## src/common/cot_pkg.sv

```systemverilog
package cot_pkg;

  // Register offsets on the byte-wide register port
  localparam logic [3:0] ADDR_CONTROL_A   = 4'h0;
  localparam logic [3:0] ADDR_CONTROL_B   = 4'h1;
  localparam logic [3:0] ADDR_EVENT_CTRL  = 4'h4;
  localparam logic [3:0] ADDR_INT_CTRL    = 4'h5;
  localparam logic [3:0] ADDR_INT_FLAGS   = 4'h6;
  localparam logic [3:0] ADDR_STATUS      = 4'h7;
  localparam logic [3:0] ADDR_TEMP        = 4'h9;
  localparam logic [3:0] ADDR_COUNT_LO    = 4'hA;
  localparam logic [3:0] ADDR_COUNT_HI    = 4'hB;
  localparam logic [3:0] ADDR_CAPCMP_LO   = 4'hC;
  localparam logic [3:0] ADDR_CAPCMP_HI   = 4'hD;

  // Writable bits of each register; all other bits read as zero
  localparam logic [7:0] MASK_CONTROL_A   = 8'h57;
  localparam logic [7:0] MASK_CONTROL_B   = 8'h77;
  localparam logic [7:0] MASK_EVENT_CTRL  = 8'h51;
  localparam logic [7:0] MASK_ONE_BIT     = 8'h01;
  localparam logic [7:0] RESET_BYTE       = 8'h00;

  // Counter mode codes
  localparam logic [2:0] MODE_FREQ        = 3'h3;
  localparam logic [2:0] MODE_PULSE       = 3'h4;
  localparam logic [2:0] MODE_FREQ_PULSE  = 3'h5;
  localparam logic [2:0] MODE_SINGLE      = 3'h6;
  localparam logic [2:0] MODE_PWM         = 3'h7;

  // Count clock sources
  localparam logic [1:0] CLKSRC_PERIPH    = 2'h0;
  localparam logic [1:0] CLKSRC_HALF      = 2'h1;
  localparam logic [1:0] CLKSRC_PARTNER   = 2'h2;

  localparam int         CLK_PERIOD_NS    = 25;
  localparam int         COUNT_W_DOC      = 16;
  localparam logic [7:0] PWM_ZERO         = 8'h00;

  typedef struct packed {
    logic       rsv7;
    logic       run_in_standby;
    logic       rsv5;
    logic       follow_partner_restart;
    logic       rsv3;
    logic [1:0] clock_source_select;
    logic       enable;
  } cot_ctrl_a_t;

  typedef struct packed {
    logic       rsv7;
    logic       output_select_a;
    logic       output_initial_level;
    logic       output_drive_enable;
    logic       rsv3;
    logic [2:0] counter_mode_select;
  } cot_ctrl_b_t;

  typedef struct packed {
    logic       rsv7;
    logic       filter_enable;
    logic       rsv5;
    logic       edge_select;
    logic [2:0] rsv3_1;
    logic       event_input_enable;
  } cot_ev_ctrl_t;

  // Signals from the companion timer, all on CLK
  typedef struct packed {
    logic clk_tick;
    logic event_tick;
    logic count_on_event;
    logic restart;
  } cot_partner_t;

  typedef enum logic [1:0] {
    CM_IDLE,
    CM_COUNT,
    CM_MEASURED,
    CM_DONE
  } cot_combo_state_t;

endpackage

```

## src/verilog/cot_timer.sv

```systemverilog
`timescale 1ns/1ps
module cot_timer
  import cot_pkg::*;
#(
  parameter int CNT_W = COUNT_W_DOC
) (
  // Clock and reset
  input  wire logic         CLK,
  input  wire logic         RST,
  // Register port
  input  wire logic [3:0]   ADDR,
  input  wire logic [7:0]   WDATA,
  input  wire logic         WR,
  input  wire logic         RD,
  output logic      [7:0]   RDATA,
  // Event input, companion timer and sleep
  input  wire logic         EVENT_IN,
  input  wire cot_partner_t PARTNER,
  input  wire logic         SLEEP_STANDBY,
  input  wire logic         SLEEP_POWERDOWN,
  // Outputs
  output logic              WAVE_OUT,
  output logic              EVENT_OUT,
  output logic              CAPTURE_IRQ
);

  if (CNT_W != COUNT_W_DOC) begin : g_width_check
    $error("cot_timer: CNT_W must equal 16, the byte-paired register width");
  end

  cot_ctrl_a_t      ctrl_a_reg;
  cot_ctrl_b_t      ctrl_b_reg;
  cot_ev_ctrl_t     ev_ctrl_reg;
  logic             int_en_reg;
  logic             flag_reg;
  logic [7:0]       temp_reg;
  logic [7:0]       rdata_reg;
  logic [CNT_W-1:0] count_reg;
  logic [CNT_W-1:0] cap_reg;
  logic             sync1_reg;
  logic             sync2_reg;
  logic             sync3_reg;
  logic             level_reg;
  logic [3:0]       hist_reg;
  logic             filt_reg;
  logic             prev_reg;
  logic             half_reg;
  logic             enable_d_reg;
  logic             run_reg;
  logic             hold_reg;
  logic             wave_reg;
  logic             evout_reg;
  cot_combo_state_t cm_state_reg;

  logic [2:0]       mode;
  logic             halt;
  logic             active;
  logic             tick;
  logic             ev_en;
  logic             sel_level;
  logic             rise;
  logic             fall;
  logic             lead_edge;
  logic             trail_edge;
  logic             output_select_a_edge;
  logic             ss_trig;
  logic             ss_start;
  logic             ss_stop;
  logic             do_capture;
  logic             do_restart;
  logic             count_run;
  logic             set_flag;
  logic             flag_clr;
  logic             cap_hi_rd;
  logic             pwm_level;
  logic             wave_next;
  logic [7:0]       rd_mux;

  assign mode = ctrl_b_reg.counter_mode_select;

  // Sleep gating and count clock selection
  assign halt   = SLEEP_POWERDOWN | (SLEEP_STANDBY & ~ctrl_a_reg.run_in_standby);
  assign active = ctrl_a_reg.enable & ~halt;

  always_ff @(posedge CLK) begin
    if (RST) begin
      half_reg <= 1'b0;
    end else if (active) begin
      half_reg <= ~half_reg;
    end
  end

  always_comb begin
    tick = 1'b0;
    unique case (ctrl_a_reg.clock_source_select)
      CLKSRC_PERIPH: tick = active;
      CLKSRC_HALF:   tick = active & half_reg;
      CLKSRC_PARTNER: begin
        tick = active & (PARTNER.count_on_event ? PARTNER.event_tick
                                                : PARTNER.clk_tick);
      end
      default:       tick = 1'b0;
    endcase
  end

  // Event input: three-stage synchroniser, agreement stage, noise filter
  always_ff @(posedge CLK) begin
    if (RST) begin
      sync1_reg <= 1'b0;
      sync2_reg <= 1'b0;
      sync3_reg <= 1'b0;
      level_reg <= 1'b0;
    end else begin
      sync1_reg <= EVENT_IN;
      sync2_reg <= sync1_reg;
      sync3_reg <= sync2_reg;
      if (sync2_reg == sync3_reg) begin
        level_reg <= sync3_reg;
      end
    end
  end

  always_ff @(posedge CLK) begin
    if (RST) begin
      hist_reg <= 4'h0;
      filt_reg <= 1'b0;
    end else begin
      hist_reg <= {hist_reg[2:0], level_reg};
      if (&hist_reg) begin
        filt_reg <= 1'b1;
      end else if (~|hist_reg) begin
        filt_reg <= 1'b0;
      end
    end
  end

  assign sel_level = ev_ctrl_reg.filter_enable ? filt_reg : level_reg;

  always_ff @(posedge CLK) begin
    if (RST) begin
      prev_reg <= 1'b0;
    end else begin
      prev_reg <= sel_level;
    end
  end

  // Edge detection; edge select swaps the roles of the two edges in capture modes
  assign ev_en      = ev_ctrl_reg.event_input_enable & active;
  assign rise       = ev_en & sel_level & ~prev_reg;
  assign fall       = ev_en & ~sel_level & prev_reg;
  assign lead_edge  = ev_ctrl_reg.edge_select ? fall : rise;
  assign trail_edge = ev_ctrl_reg.edge_select ? rise : fall;
  assign output_select_a_edge = ev_en & (sync2_reg != sync3_reg)
                      & (ev_ctrl_reg.edge_select | sync2_reg);

  // Single shot start and stop
  assign ss_trig  = ctrl_b_reg.output_select_a ? output_select_a_edge
                  : (ev_ctrl_reg.edge_select ? (rise | fall) : rise);
  assign ss_start = (mode == MODE_SINGLE) & ~run_reg & ~hold_reg
                    & (ss_trig | (active & ~enable_d_reg
                                  & (count_reg != cap_reg)));
  assign ss_stop  = (mode == MODE_SINGLE) & run_reg & tick
                    & (count_reg == cap_reg);

  // Per-mode capture, restart and flag events
  always_comb begin
    do_capture = 1'b0;
    do_restart = 1'b0;
    set_flag   = 1'b0;
    count_run  = tick;
    unique case (mode)
      MODE_FREQ: begin
        do_capture = lead_edge;
        do_restart = lead_edge;
        set_flag   = lead_edge;
      end
      MODE_PULSE: begin
        do_restart = lead_edge;
        do_capture = trail_edge;
        set_flag   = trail_edge;
      end
      MODE_FREQ_PULSE: begin
        count_run  = tick & ((cm_state_reg == CM_COUNT) | (cm_state_reg == CM_MEASURED));
        do_restart = (cm_state_reg == CM_IDLE) & lead_edge;
        do_capture = (cm_state_reg == CM_COUNT) & trail_edge;
        set_flag   = (cm_state_reg == CM_MEASURED) & lead_edge;
      end
      MODE_SINGLE: begin
        count_run  = tick & run_reg & ~ss_stop;
        do_restart = ss_start;
      end
      default: begin
        count_run  = tick;
      end
    endcase
  end

  // Register access
  assign cap_hi_rd = RD & (ADDR == ADDR_CAPCMP_HI);
  assign flag_clr  = cap_hi_rd
                   | (WR & (ADDR == ADDR_INT_FLAGS) & WDATA[0]);

  always_ff @(posedge CLK) begin
    if (RST) begin
      ctrl_a_reg  <= cot_ctrl_a_t'(RESET_BYTE);
      ctrl_b_reg  <= cot_ctrl_b_t'(RESET_BYTE);
      ev_ctrl_reg <= cot_ev_ctrl_t'(RESET_BYTE);
      int_en_reg  <= 1'b0;
    end else if (WR) begin
      if (ADDR == ADDR_CONTROL_A) begin
        ctrl_a_reg <= cot_ctrl_a_t'(WDATA & MASK_CONTROL_A);
      end
      if (ADDR == ADDR_CONTROL_B) begin
        ctrl_b_reg <= cot_ctrl_b_t'(WDATA & MASK_CONTROL_B);
      end
      if (ADDR == ADDR_EVENT_CTRL) begin
        ev_ctrl_reg <= cot_ev_ctrl_t'(WDATA & MASK_EVENT_CTRL);
      end
      if (ADDR == ADDR_INT_CTRL) begin
        int_en_reg <= WDATA[0];
      end
    end
  end

  // Byte pairing: low byte read latches high byte; low byte write parks data
  always_ff @(posedge CLK) begin
    if (RST) begin
      temp_reg <= RESET_BYTE;
    end else if (RD & (ADDR == ADDR_COUNT_LO)) begin
      temp_reg <= count_reg[15:8];
    end else if (RD & (ADDR == ADDR_CAPCMP_LO)) begin
      temp_reg <= cap_reg[15:8];
    end else if (WR & ((ADDR == ADDR_COUNT_LO) | (ADDR == ADDR_CAPCMP_LO)
                       | (ADDR == ADDR_TEMP))) begin
      temp_reg <= WDATA;
    end
  end

  always_comb begin
    rd_mux = RESET_BYTE;
    unique case (ADDR)
      ADDR_CONTROL_A:  rd_mux = ctrl_a_reg;
      ADDR_CONTROL_B:  rd_mux = ctrl_b_reg;
      ADDR_EVENT_CTRL: rd_mux = ev_ctrl_reg;
      ADDR_INT_CTRL:   rd_mux = {7'h00, int_en_reg};
      ADDR_INT_FLAGS:  rd_mux = {7'h00, flag_reg};
      ADDR_STATUS:     rd_mux = {7'h00, run_reg};
      ADDR_TEMP:       rd_mux = temp_reg;
      ADDR_COUNT_LO:   rd_mux = count_reg[7:0];
      ADDR_COUNT_HI:   rd_mux = temp_reg;
      ADDR_CAPCMP_LO:  rd_mux = cap_reg[7:0];
      ADDR_CAPCMP_HI:  rd_mux = temp_reg;
      default:         rd_mux = RESET_BYTE;
    endcase
  end

  always_ff @(posedge CLK) begin
    if (RST) begin
      rdata_reg <= RESET_BYTE;
    end else begin
      rdata_reg <= RD ? rd_mux : RESET_BYTE;
    end
  end

  assign RDATA = rdata_reg;

  // Counter: software write, companion restart, mode restart, count
  always_ff @(posedge CLK) begin
    if (RST) begin
      count_reg <= '0;
    end else if (WR & (ADDR == ADDR_COUNT_HI)) begin
      count_reg <= {WDATA, temp_reg};
    end else if (ctrl_a_reg.follow_partner_restart & PARTNER.restart) begin
      count_reg <= '0;
    end else if (do_restart) begin
      count_reg <= '0;
    end else if (count_run) begin
      if (mode == MODE_PWM) begin
        if (count_reg[7:0] >= cap_reg[7:0]) begin
          count_reg <= '0;
        end else begin
          count_reg <= {8'h00, count_reg[7:0] + 8'h01};
        end
      end else begin
        count_reg <= count_reg + 16'h0001;
      end
    end
  end

  // Capture/compare value
  always_ff @(posedge CLK) begin
    if (RST) begin
      cap_reg <= '0;
    end else if (WR & (ADDR == ADDR_CAPCMP_HI)) begin
      cap_reg <= {WDATA, temp_reg};
    end else if (do_capture) begin
      cap_reg <= count_reg;
    end
  end

  // Capture flag: a set in the clearing cycle wins
  always_ff @(posedge CLK) begin
    if (RST) begin
      flag_reg <= 1'b0;
    end else begin
      flag_reg <= set_flag | (flag_reg & ~flag_clr);
    end
  end

  assign CAPTURE_IRQ = flag_reg & int_en_reg;

  // Combined mode sequence
  always_ff @(posedge CLK) begin
    if (RST) begin
      cm_state_reg <= CM_IDLE;
    end else if (mode != MODE_FREQ_PULSE) begin
      cm_state_reg <= CM_IDLE;
    end else begin
      unique case (cm_state_reg)
        CM_IDLE:     if (lead_edge) cm_state_reg <= CM_COUNT;
        CM_COUNT:    if (trail_edge) cm_state_reg <= CM_MEASURED;
        CM_MEASURED: if (lead_edge) cm_state_reg <= CM_DONE;
        CM_DONE:     if (~flag_reg | flag_clr) cm_state_reg <= CM_IDLE;
      endcase
    end
  end

  // Single shot run and post-stop hold
  always_ff @(posedge CLK) begin
    if (RST) begin
      enable_d_reg <= 1'b0;
      run_reg      <= 1'b0;
      hold_reg     <= 1'b0;
    end else begin
      enable_d_reg <= active;
      if (mode != MODE_SINGLE) begin
        run_reg  <= (mode == MODE_FREQ_PULSE) ? count_run : active;
        hold_reg <= 1'b0;
      end else if (ss_stop) begin
        run_reg  <= 1'b0;
        hold_reg <= 1'b1;
      end else if (ss_start) begin
        run_reg  <= 1'b1;
      end else if (hold_reg & tick) begin
        hold_reg <= 1'b0;
      end
    end
  end

  // Waveform output
  assign pwm_level = (cap_reg[7:0] != PWM_ZERO)
                     & (count_reg[7:0] < cap_reg[15:8]);

  always_comb begin
    wave_next = 1'b0;
    if (!ctrl_b_reg.output_drive_enable) begin
      wave_next = 1'b0;
    end else if (mode == MODE_SINGLE) begin
      wave_next = (run_reg & ~ss_stop)
                | (ctrl_b_reg.output_select_a & ss_start);
    end else if (mode == MODE_PWM) begin
      wave_next = pwm_level;
    end else begin
      wave_next = ctrl_b_reg.output_initial_level;
    end
  end

  always_ff @(posedge CLK) begin
    if (RST) begin
      wave_reg  <= 1'b0;
      evout_reg <= 1'b0;
    end else begin
      wave_reg  <= wave_next;
      evout_reg <= set_flag | ss_stop;
    end
  end

  assign WAVE_OUT  = wave_reg;
  assign EVENT_OUT = evout_reg;

  // Checks
  freq_capture_a: assert property (@(posedge CLK) disable iff (RST)
    (mode == MODE_FREQ) && lead_edge && !WR |=> flag_reg && (cap_reg == $past(count_reg)))
    else $error("frequency capture missed");

  pulse_restart_a: assert property (@(posedge CLK) disable iff (RST)
    (mode == MODE_PULSE) && lead_edge && !WR |=> (count_reg == '0))
    else $error("pulse width restart missed");

  combo_stop_a: assert property (@(posedge CLK) disable iff (RST)
    (mode == MODE_FREQ_PULSE) && (cm_state_reg == CM_MEASURED) && lead_edge && !WR
    |=> flag_reg && (cm_state_reg == CM_DONE) ##1 $stable(count_reg) || $past(WR))
    else $error("combined mode did not stop");

  shot_sync_a: assert property (@(posedge CLK) disable iff (RST)
    (mode == MODE_SINGLE) && !ctrl_b_reg.output_select_a && ctrl_b_reg.output_drive_enable
    && ss_start && (cap_reg > 16'h0002) && !WR ##1 !WR |=> WAVE_OUT)
    else $error("single shot output late");

  shot_output_select_a_a: assert property (@(posedge CLK) disable iff (RST)
    (mode == MODE_SINGLE) && ctrl_b_reg.output_select_a && ctrl_b_reg.output_drive_enable
    && ss_start && !WR |=> WAVE_OUT)
    else $error("asynchronous output late");

  shot_ignore_a: assert property (@(posedge CLK) disable iff (RST)
    (mode == MODE_SINGLE) && hold_reg && ss_trig && !tick |=> !run_reg)
    else $error("event accepted during hold");

  pwm_low_a: assert property (@(posedge CLK) disable iff (RST)
    (mode == MODE_PWM) && (cap_reg[15:8] == PWM_ZERO) |=> !WAVE_OUT)
    else $error("pwm output high with zero duty");

  drive_off_a: assert property (@(posedge CLK) disable iff (RST)
    !ctrl_b_reg.output_drive_enable [*2] |-> !WAVE_OUT)
    else $error("output driven while disabled");

  irq_level_a: assert property (@(posedge CLK) disable iff (RST)
    set_flag && int_en_reg && !WR |=> CAPTURE_IRQ)
    else $error("interrupt not raised");

  filter_hold_a: assert property (@(posedge CLK) disable iff (RST)
    ev_ctrl_reg.filter_enable && !(&hist_reg) && (|hist_reg) |=> $stable(filt_reg))
    else $error("filter passed unstable level");

  cover_freq_c:  cover property (@(posedge CLK) disable iff (RST)
    (mode == MODE_FREQ) && set_flag);
  cover_combo_c: cover property (@(posedge CLK) disable iff (RST)
    (cm_state_reg == CM_DONE) && flag_clr);
  cover_shot_c:  cover property (@(posedge CLK) disable iff (RST) ss_start ##[1:300] ss_stop);
  cover_pwm_c:   cover property (@(posedge CLK) disable iff (RST)
    (mode == MODE_PWM) && WAVE_OUT ##1 !WAVE_OUT);

endmodule

```

## config.mk

```make
export PLATFORM = sky130hd
export DESIGN_NAME = cot_timer
export DESIGN_NICKNAME = d
export VERILOG_FILES = /design/src/common/cot_pkg.sv /design/src/verilog/cot_timer.sv
export SDC_FILE = /design/constraint.sdc
export NUM_CORES = 1
export LEC_CHECK = 0
export BUFFER_PORTS_ARGS = -buffer_cell sky130_fd_sc_hd__buf_2
export CAP_MARGIN = 10
export CORE_ASPECT_RATIO = 0.7
export CORE_MARGIN = 2
export CORE_UTILIZATION = 35
export DETAILED_ROUTE_END_ITERATION = 6
export GPL_ROUTABILITY_DRIVEN = 0
export GPL_TIMING_DRIVEN = 0
export PLACE_DENSITY_LB_ADDON = 0.08
export SKIP_LAST_GASP = 1
export SYNTH_ARGS = -nofsm -noshare
export SYNTH_HDL_FRONTEND = slang
export SYNTH_SLANG_ARGS = --single-unit
export TNS_END_PERCENT = 1
```

## constraint.sdc

```tcl
create_clock -name CLK -period 2.3 [get_ports CLK]
set_input_delay 0.46 -clock CLK [delete_from_list [all_inputs] [get_ports CLK]]
set_output_delay 0.46 -clock CLK [all_outputs]
set_load 0.01 [all_outputs]
```

==> summary.txt, run 1 <==
Yosys
  • Yosys top cell area share: 0.318
  • Async set or reset register ratio after synthesis: 0
  • Post-synthesis adder-cell area fraction: 0.0557
  • Ys flop type: dfxtp_1
  • Compound-gate portion of the synthesized area: 0.229
  • #FFs+latches synth: 82
  • Mux share of post-synthesis cell area: 0.0763
  • Post-synth EDFFs: 0
  • Simple-gate portion of the synthesized area: 0.227
  • Commonest cells in the netlist: nor2_1 (86), dfxtp_1 (82), inv_1 (41), nand2_1 (41), mux2i_1 (36)
  • Syn_nets: 673
  • Syn avg cell area: 8.23 µm²
  • Leading area contributor after synthesis: dfxtp_1
  • Post-Synth XOR/XNOR Area: 0.0269
  • Synth unique cells: 72
  • Sequential fraction of the synthesis area: 0.318
  • Synth Cell Area: 0.00516 mm²
  • Most common cell in the netlist: nor2_1
  • Top post-synthesis cells by area: dfxtp_1 (32%), mux2i_1 (7.0%), nor2_1 (6.3%)
  • Largest family of logic cells by synthesized area: compound AO/OA/AOI/OAI gates
  • Cells after Synth: 627
  • Syn. warnings: 0

Floorplan
  • Die height: 106 µm
  • Row count: 37
  • Initial core utilization: 0.355
  • Die area: 0.0158 mm²
  • I/O pins: 34
  • Core area: 0.0145 mm²
  • Die X: 149 µm

STA
  • Actual slew at the worst max-slew pin: 1140 ps
  • Setup ws final: -111 ps
  • Hold Slack: 318 ps
  • Setup-failing EPs final: 31
  • RSZ-0062 raised after global routing: yes
  • Hold Fails Final Rpt: 0
  • F_max: 415 MHz
  • Slew headroom: 0.229
  • Clock skew: 10.3 ps
  • Period utilisation layout: 1.05
  • Fin crit period: 2410 ps
  • Max-slew violation total from the final report: 0

Setup path
  • Startpoint types: flip-flop
  • Critical path fanouts, max: 4
  • CP endpoint kind: flip-flop
  • Slowest cell on the critical path: or4_4
  • Top delay family on crit path: simple AND/OR/NAND/NOR gates
  • CP Buf/Inv Count: 2
  • Slowest stage delay, CP: 560 ps
  • Critical path origin: cap_reg[2]$_SDFFE_PP0P_
  • Crit path kind: reg -> reg
  • CP arrival: 2670 ps
  • WP data required: 2560 ps
  • Crit-path cells: inv_1 -> ha_1 -> and3_4 -> nand3_4 -> or4_4 -> nor2_4 -> o311a_4 -> buf_6 -> a21oi_1 -> o32ai_1
  • Worst reg2reg startpoint: cap_reg[2]$_SDFFE_PP0P_

Route
  • Metal-1 WL: 9450 µm
  • Routed vias: 4951
  • Post-route ant nets: 0
  • DRC viols: 0
  • DRT Wirelength: 18100 µm
  • WL met2: 7200 µm
  • Top layer reached by signal wires: met4
  • Post-DR wirelength/cell: 20.4 µm
  • Router iterations before antenna repair: 5
  • Initial DRC count: 288
  • Vias per inst: 5.59
  • Met3 WL: 1230 µm

Layout
  • P&R area growth vs syn: 19.3%
  • Share of layout cells above drive strength 1: 0.195
  • N_diodes: 0
  • Final cell count without fillers: 886
  • Total Nets Final: 732
  • # fillers: 1553
  • Reg area: 0.00169 mm²
  • Multi-input logic area: 0.00328 mm²

Min path
  • Worst Hold Class: in -> reg
  • HP Start: EVENT_IN

Status
  • Failing checks: negative setup slack
  • Status: finished, violations left

GRT
  • Initial antenna violation count: 0
  • First-pass GRT wire length: 27600 µm
  • Total track usage: 0.235
  • Largest net degree at the start of global routing: 18
  • Vias in the first global route: 4651
  • Gr ovfl total: 0

Placed design
  • Dpl hpwl: 13600 µm
  • Pre-CTS setup slack: -751 ps
  • Post-Place Cells: 853
  • Port bufs: 31

Clock network
  • Clock root buffer: clkbuf_16
  • Num CTS Buffers: 9
  • CTS tree: yes
  • Clock Sinks: 82
  • Max H-tree Level: 3
  • Clock-pin slew on the worst setup and hold paths: 70 ps
  • CTS max path bufs: 2
  • Clk_lat worst skew: 350 ps

Power and ir drop
  • Peak supply drop: 0.000354 V
  • Lkg Pwr: 2.26 nW
  • PwrDens: 538 mW/mm²

Flow run
  • Max capacitance violation total: 0
per-layer routing:
layer,track usage,vias up
li1,-,2378
met1,0.362,2383
met2,0.329,175
met3,0.0532,15
met4,0.0476,0
met5,0,-
layout by cell type, fill, tap and decap left out, types with 17 or more instances in the layout:
cell | netlist | layout
nor2_1 | 86 | 84
dfxtp_1 | 82 | 67
nand2_1 | 41 | 41
buf_2 | 9 | 39
inv_1 | 41 | 38
mux2i_1 | 36 | 36
nor2b_1 | 29 | 29
a21oi_1 | 27 | 27
o21ai_0 | 24 | 24
a211oi_1 | 20 | 20
ha_1 | 23 | 19
clkbuf_1 | 21 | 17
buf_4 | 1 | 17
path summary, 6_finish.rpt:
path	end	slack [ps]	cells after the start
setup / recovery	count_reg[8]$_SDFFE_PP0P_	-110	10
hold reg to reg	sync2_reg$_SDFF_PP0_	450	1
setup reg to reg	count_reg[8]$_SDFFE_PP0P_	-110	10
hold / removal	sync1_reg$_SDFF_PP0_	320	2
worst reg2reg max path: cells and delay by family, from the launching register on:
family	cells	cell delay [ps]
and+or+nand+nor	4	960
AOI/OAI and AO/OA	3	540
buffers and inverters	2	180
DFF	1	370
adders and majority gates	1	280
where the power goes:
group          switching, W  internal [W]
clock network      0.000695      0.000764
registers         0.0000387       0.00144
logic              0.000234      0.000148
repair_timing:
item                                   4_1_cts  5_1_grt
setup buffers                               14        3
setup endpoints to repair                   36       38
resized for setup                           44       12
hold buffers                                 0        0
endpoints found under the hold margin        0        0
pin swaps                                   12        5
cell families (layout without fill, tap and decap cells):
logic type               Yosys count  after routing
AO/OA/AOI/OAI                    158            158
XOR/XNOR                          15             15
adder cells (fa/ha/maj)           23             23
buffers and inverters             80            144
flip-flops                        82             82
multiplexers                      38             38
AND/OR/NAND/NOR                  231            231
metrics by stage:
| stage | setup TNS, ps | area [µm²] | total power (W) | utilization |
|---|---|---|---|---|
| detailed placement | -15630 | 5560 | 0.00184 | 0.383 |
| global placement | -14050 | 5560 | 0.00184 | 0.383 |
| finish | -1500 | 6160 | 0.00332 | 0.424 |
| CTS | -2090 | 6090 | 0.00333 | 0.419 |
| floorplan | 0 | 5160 | 0.00171 | - |
| global route | -5870 | 6160 | 0.00343 | 0.424 |
cell type report:
| cell class | count | share of cell area |
|---|---|---|
| clock inverter | 7 | 0.0108 |
| tap | 195 | 0.0396 |
| buffer | 39 | 0.0354 |
| inverter | 41 | 0.0250 |
| clock buffer | 9 | 0.0366 |
| timing repair buffer | 48 | 0.0465 |
| sequential | 82 | 0.274 |
| multi-input combinational | 465 | 0.533 |
No activity file was read; power rests on OpenSTA's default activity.
==> inputs of run 2 (changes only) <==
--- a/config.mk
+++ b/config.mk
@@ -8,12 +8,12 @@
 export BUFFER_PORTS_ARGS = -buffer_cell sky130_fd_sc_hd__buf_2
 export CAP_MARGIN = 10
 export CORE_ASPECT_RATIO = 0.7
-export CORE_MARGIN = 2
 export CORE_UTILIZATION = 35
+export CTS_CLUSTER_SIZE = 16
 export DETAILED_ROUTE_END_ITERATION = 6
 export GPL_ROUTABILITY_DRIVEN = 0
 export GPL_TIMING_DRIVEN = 0
-export PLACE_DENSITY_LB_ADDON = 0.08
+export PLACE_DENSITY = 0.59
 export SKIP_LAST_GASP = 1
 export SYNTH_ARGS = -nofsm -noshare
 export SYNTH_HDL_FRONTEND = slang
==> summary.txt, run 2 (synthesized netlist as in run 1, its figures left out) <==
GRT
  • Initial antenna violation count: 0 (unchanged)
  • Gr ovfl total: 0 (unchanged)
  • Vias in the first global route: 4698 (+1.0%)
  • Total track usage: 0.234 (about the same)
  • Largest net degree at the start of global routing: 17 (-1)
  • First-pass GRT wire length: 27200 µm (-1.6%)

STA
  • Max-slew violation total from the final report: 0 (unchanged)
  • Actual slew at the worst max-slew pin: 1060 ps (-81.4 ps)
  • Slew headroom: 0.284 (+0.0548)
  • Clock skew: 9.13 ps (-1.16 ps)
  • Period utilisation layout: 1.08 (+0.0360)
  • F_max: 401 MHz (-3.3%)
  • Setup-failing EPs final: 35 (+13%)
  • Hold Fails Final Rpt: 0 (unchanged)
  • RSZ-0062 raised after global routing: yes
  • Setup ws final: -194 ps (-82.9 ps)
  • Fin crit period: 2490 ps (+82.9 ps)

Layout
  • Post-layout util: 0.436 (+0.0122)
  • Leading cell type in the layout, fill and taps excluded: nor2_1
  • Share of layout cells above drive strength 1: 0.186 (-0.00949)
  • Total Nets Final: 735 (+0.41%)
  • N_diodes: 0 (unchanged)
  • P&R area growth vs syn: 19.4%
  • Post-route cell area: 0.00616 mm² (+0.10%)
  • Most frequent cells in the layout: nor2_1 (85), dfxtp_1 (70), nand2_1 (41)
  • # fillers: 1428 (-8.0%)

Setup path
  • Critical path origin: cap_reg[6]$_SDFFE_PP0P_
  • Worst reg2reg startpoint: cap_reg[6]$_SDFFE_PP0P_
  • Crit path kind: reg -> reg
  • CP endpoint kind: flip-flop
  • CP arrival: 2730 ps (+60 ps)
  • Critical path fanouts, max: 10 (+6)
  • Startpoint types: flip-flop
  • WP data required: 2540 ps (-20 ps)

Clock network
  • Max H-tree Level: 3 (unchanged)
  • CTS tree: yes
  • CTS max path bufs: 2 (unchanged)
  • Num CTS Buffers: 9 (unchanged)
  • Clk_lat worst skew: 350 ps (about the same)
  • Clock-pin slew on the worst setup and hold paths: 70 ps (about the same)
  • Clock Sinks: 82 (unchanged)
  • Clock root buffer: clkbuf_16

Floorplan
  • Core area: 0.0141 mm² (-2.7%)
  • I/O pins: 34 (unchanged)
  • Die X: 147 µm (-1.3%)
  • Die area: 0.0152 mm² (-3.2%)
  • Row count: 36 (-2.7%)
  • Die height: 104 µm (-1.9%)
  • Initial core utilization: 0.365 (+0.00986)

Placed design
  • Port bufs: 31 (unchanged)
  • Placement Cell Area: 0.00556 mm² (-0.11%)
  • Pre-CTS setup slack: -611 ps (+140 ps)
  • Dpl hpwl: 12800 µm (-5.6%)

Route
  • DRC viols: 0 (unchanged)
  • Router iterations before antenna repair: 5 (unchanged)
  • Metal-1 WL: 8500 µm (-10%)
  • WL met2: 6930 µm (-3.7%)
  • Post-route ant nets: 0 (unchanged)
  • DRT Wirelength: 17600 µm (-2.5%)
  • Vias per inst: 5.73 (+2.5%)
  • Post-DR wirelength/cell: 19.9 µm (-2.3%)
  • Initial DRC count: 566 (+97%)
  • Met3 WL: 1940 µm (+58%)
  • Top layer reached by signal wires: met4
  • Routed vias: 5062 (+2.2%)

Min path
  • HP Start: EVENT_IN
  • Worst Hold Class: in -> reg

Power and ir drop
  • Peak supply drop: 0.000357 V (+0.72%)
  • Lkg Pwr: 2.27 nW (+0.76%)
  • PwrDens: 552 mW/mm² (+2.6%)

Status
  • Status: finished, violations left
  • Failing checks: negative setup slack

Flow run
  • Max capacitance violation total: 0 (unchanged)
==> run 2: area by class of cell <==
| cell class | count | area [µm²] | area share |
|---|---|---|---|
| clock inverters | 7 | 83.8 | 0.0136 |
| flip-flops and latches | 82 | 1670 | 0.271 |
| plain buffers | 39 | 208 | 0.0337 |
| repair buffers | 51 | 338 | 0.0548 |
| clock buffers | 9 | 225 | 0.0365 |
| inverters | 41 | 154 | 0.0250 |
| well taps | 190 | 238 | 0.0386 |
| multi-input cells | 465 | 3250 | 0.527 |
==> run 2: power by group <==
| part | leakage [nW] | internal, W | switching (W) |
|---|---|---|---|
| sequential | 0.670 | 0.00144 | 0.0000385 |
| combinational | 1.45 | 0.000147 | 0.000233 |
| clock | 0.149 | 0.000865 | 0.000679 |
==> run 2: critical path: stages (launching register included) <==
cell	delay, ps
dfxtp_4	340
inv_1	60
ha_4	270
and4_4	230
nand4_1	120
buf_4	170
nor4_4	360
o211a_1	240
buf_4	180
o21ai_0	90
a221oi_1	300
==> run 2: path summary, 6_finish.rpt <==
| check | endpoint | slack [ps] | depth (start not counted) |
|---|---|---|---|
| worst max-delay path | count_reg[5]$_SDFFE_PP0P_ | -190 | 10 |
| worst max register to register | count_reg[5]$_SDFFE_PP0P_ | -190 | 10 |
| worst min-delay path | sync1_reg$_SDFF_PP0_ | 310 | 2 |
| worst min register to register | sync2_reg$_SDFF_PP0_ | 440 | 1 |
==> run 2: what timing repair did <==
action                                  in CTS  in global routing
endpoints found under the setup margin      36                 40
cloned                                       1                  0
setup buffers                               15                  4
hold buffers                                 0                  0
pin swaps                                   10                  5
gates resized for setup                     36                  2
==> run 2: metal layers <==
layer / up-vias / global-route usage
met4: 0 / 0.0560
met2: 264 / 0.321
met3: 27 / 0.0674
met1: 2395 / 0.351
li1: 2376 / -
met5: - / 0
==> run 2: metrics by stage <==
| step | setup TNS, ps | hold WS, ps | instances | total power (W) |
|---|---|---|---|---|
| 2_1_floorplan | 0 | 414 | 627 | 0.00171 |
| 3_3_place_gp | -10960 | 418 | 848 | 0.00183 |
| 3_5_place_dp | -12290 | 427 | 848 | 0.00184 |
| 4_1_cts | -2210 | 307 | 880 | 0.00339 |
| 5_1_grt | -9850 | 327 | 884 | 0.00350 |
| 6_report | -4050 | 313 | 884 | 0.00340 |
==> inputs of run 3 (changes only) <==
--- a/config.mk
+++ b/config.mk
@@ -5,15 +5,14 @@
 export SDC_FILE = /design/constraint.sdc
 export NUM_CORES = 1
 export LEC_CHECK = 0
-export BUFFER_PORTS_ARGS = -buffer_cell sky130_fd_sc_hd__buf_2
 export CAP_MARGIN = 10
 export CORE_ASPECT_RATIO = 0.7
 export CORE_UTILIZATION = 35
 export CTS_CLUSTER_SIZE = 16
 export DETAILED_ROUTE_END_ITERATION = 6
-export GPL_ROUTABILITY_DRIVEN = 0
+export DONT_BUFFER_PORTS = 1
 export GPL_TIMING_DRIVEN = 0
-export PLACE_DENSITY = 0.59
+export PLACE_DENSITY = 0.57
 export SKIP_LAST_GASP = 1
 export SYNTH_ARGS = -nofsm -noshare
 export SYNTH_HDL_FRONTEND = slang
==> summary.txt, run 3 (synthesized netlist as in run 1, its figures left out) <==
STA
  • Setup-failing EPs final: 17 (-51%)
  • Sum of negative setup slack: -1210 ps (+2840 ps)
  • Hold Slack: 249 ps (-63.7 ps)
  • Hold Fails Final Rpt: 0 (unchanged)
  • Fin crit period: 2410 ps (-80.0 ps)
  • F_max: 414 MHz (+3.3%)
  • Setup ws final: -114 ps (+80.0 ps)
  • Period utilisation layout: 1.05 (-0.0348)
  • RSZ-0062 raised after global routing: yes
  • Clock skew: 8.69 ps (-0.435 ps)
  • Slew headroom: 0.395 (+0.111)
  • Max-slew violation total from the final report: 0 (unchanged)
  • Actual slew at the worst max-slew pin: 898 ps (-165 ps)

Layout
  • P&R area growth vs syn: 19.7%
  • Post-route cell area: 0.00618 mm² (+0.24%)
  • Share of layout cells above drive strength 1: 0.181 (-0.00474)
  • Reg area: 0.00169 mm² (+1.2%)
  • Most frequent cells in the layout: nor2_1 (84), dfxtp_1 (62), nand2_1 (41)
  • Multi-input logic area: 0.00333 mm² (+2.4%)
  • Leading cell type in the layout, fill and taps excluded: nor2_1
  • N_diodes: 0 (unchanged)
  • # fillers: 1434 (+0.42%)
  • Total Nets Final: 709 (-3.5%)

Floorplan
  • Row count: 36 (unchanged)
  • Die area: 0.0152 mm² (unchanged)
  • Die X: 147 µm (unchanged)
  • Initial core utilization: 0.365 (unchanged)
  • Core area: 0.0141 mm² (unchanged)
  • Die height: 104 µm (unchanged)
  • I/O pins: 34 (unchanged)

Status
  • Failing checks: negative setup slack
  • Status: finished, violations left

GRT
  • Vias in the first global route: 4612 (-1.8%)
  • Busiest grt layer: met1
  • Total track usage: 0.230 (-0.00401)
  • Met2 GRT Util: 0.308 (-0.0131)
  • Gr ovfl total: 0 (unchanged)
  • First-pass GRT wire length: 26700 µm (-1.8%)
  • Met1 usage: 0.353 (+0.00105)
  • Largest net degree at the start of global routing: 14 (-3)
  • Initial antenna violation count: 0 (unchanged)
  • GRT met3 Usage: 0.0670 (-0.000441)

Clock network
  • Clock Sinks: 82 (unchanged)
  • Clock-pin slew on the worst setup and hold paths: 60 ps (about the same)
  • CTS max path bufs: 2 (unchanged)
  • Num CTS Buffers: 9 (unchanged)
  • Clock root buffer: clkbuf_16
  • Max H-tree Level: 3 (unchanged)
  • CTS tree: yes
  • Clk_lat worst skew: 340 ps (about the same)

Route
  • Router iterations before antenna repair: 6 (+1)
  • DRC viols: 0 (unchanged)
  • Initial DRC count: 605 (+6.9%)
  • Vias per inst: 5.80 (+1.3%)
  • DRT Wirelength: 17600 µm (-0.35%)
  • Post-DR wirelength/cell: 20.5 µm (+2.7%)
  • Routed vias: 4976 (-1.7%)
  • Post-route ant nets: 0 (unchanged)

Power and ir drop
  • Lkg Pwr: 2.20 nW (-3.4%)
  • Peak supply drop: 0.000383 V (+7.3%)
  • PwrDens: 564 mW/mm² (+2.1%)

Flow run
  • Max capacitance violation total: 0 (unchanged)

Placed design
  • Pre-CTS setup slack: -620 ps (-8.72 ps)
  • Port bufs: 0 (-100%)
  • Dpl hpwl: 12800 µm (about the same)
  • GPL Wtd Cong: 0.959
  • Placement Cell Area: 0.00540 mm² (-2.8%)

Setup path
  • Slowest stage delay, CP: 530 ps (+170 ps)
  • Crit-path cells: ha_1 -> and3_4 -> nand3_4 -> or4_4 -> nor2_4 -> o311a_4 -> buf_6 -> a21oi_2 -> o32ai_2
  • CP Buf/Inv Count: 1 (-2)
  • CP arrival: 2670 ps (-60 ps)
  • Top delay family on crit path: simple AND/OR/NAND/NOR gates
  • Critical path fanouts, max: 7 (-3)
  • Startpoint types: flip-flop
  • WP data required: 2550 ps (about the same)
  • Crit path kind: reg -> reg
  • CP endpoint kind: flip-flop
  • Slowest cell on the critical path: or4_4

Min path
  • Worst Hold Class: in -> reg
## run 3: worst paths after layout
| check | to | start | slack [ps] | cells past startpoint |
|---|---|---|---|---|
| worst min register to register | sync2_reg$_SDFF_PP0_ | sync1_reg$_SDFF_PP0_ | 440 | 1 |
| worst max register to register | count_reg[8]$_SDFFE_PP0P_ | count_reg[2]$_SDFFE_PP0P_ | -110 | 9 |
| worst max-delay path | count_reg[8]$_SDFFE_PP0P_ | count_reg[2]$_SDFFE_PP0P_ | -110 | 9 |
| worst min-delay path | sync1_reg$_SDFF_PP0_ | EVENT_IN | 250 | 1 |
## run 3: through the flow
| stage | util | total power, W | cells |
|---|---|---|---|
| after floorplan | - | 0.00171 | 627 |
| after global placement | 0.382 | 0.00179 | 817 |
| after detailed placement | 0.382 | 0.00180 | 817 |
| after CTS | 0.420 | 0.00347 | 843 |
| after global routing | 0.437 | 0.00359 | 858 |
| final | 0.437 | 0.00348 | 858 |
## run 3: final cells by class
cell class,count,share of cell area
clock inverter,6,0.0170
tap,190,0.0385
buffer,39,0.0346
sequential,82,0.273
multi-input combinational,465,0.538
inverter,41,0.0249
clock buffer,10,0.0371
timing repair buffer,25,0.0362
## run 3: report_power, final
group	total, W	leakage [nW]	internal [W]	switching, W
Clock	0.00165	0.166	0.00106	0.000594
Combinational	0.000357	1.36	0.000146	0.000211
Sequential	0.00148	0.676	0.00144	0.0000369
Total	0.00348	2.20	0.00264	0.000842
## run 3: worst reg2reg max path, stage by stage (launching register included)
cell,delay [ps]
dfxtp_4,370
ha_1,300
and3_4,220
nand3_4,100
or4_4,530
nor2_4,120
o311a_4,270
buf_6,130
a21oi_2,40
o32ai_2,250
## run 3: what timing repair did
action / 4_1_cts / 5_1_grt
endpoints found under the setup margin: 37 / 37
gates resized for setup: 33 / 36
setup buffers: 9 / 15
gates cloned: 1 / 0
pin swaps: 4 / 15
hold buffers: 0 / 0
## run 3: routing by layer
metal  wire (µm)  vias to the layer above  share of wire
met2        6830                      258           0.39
met4         236                        0          0.013
met5           0                        -              0
met1        8550                     2379           0.49
met3        1950                       22           0.11
li1            -                     2317              -
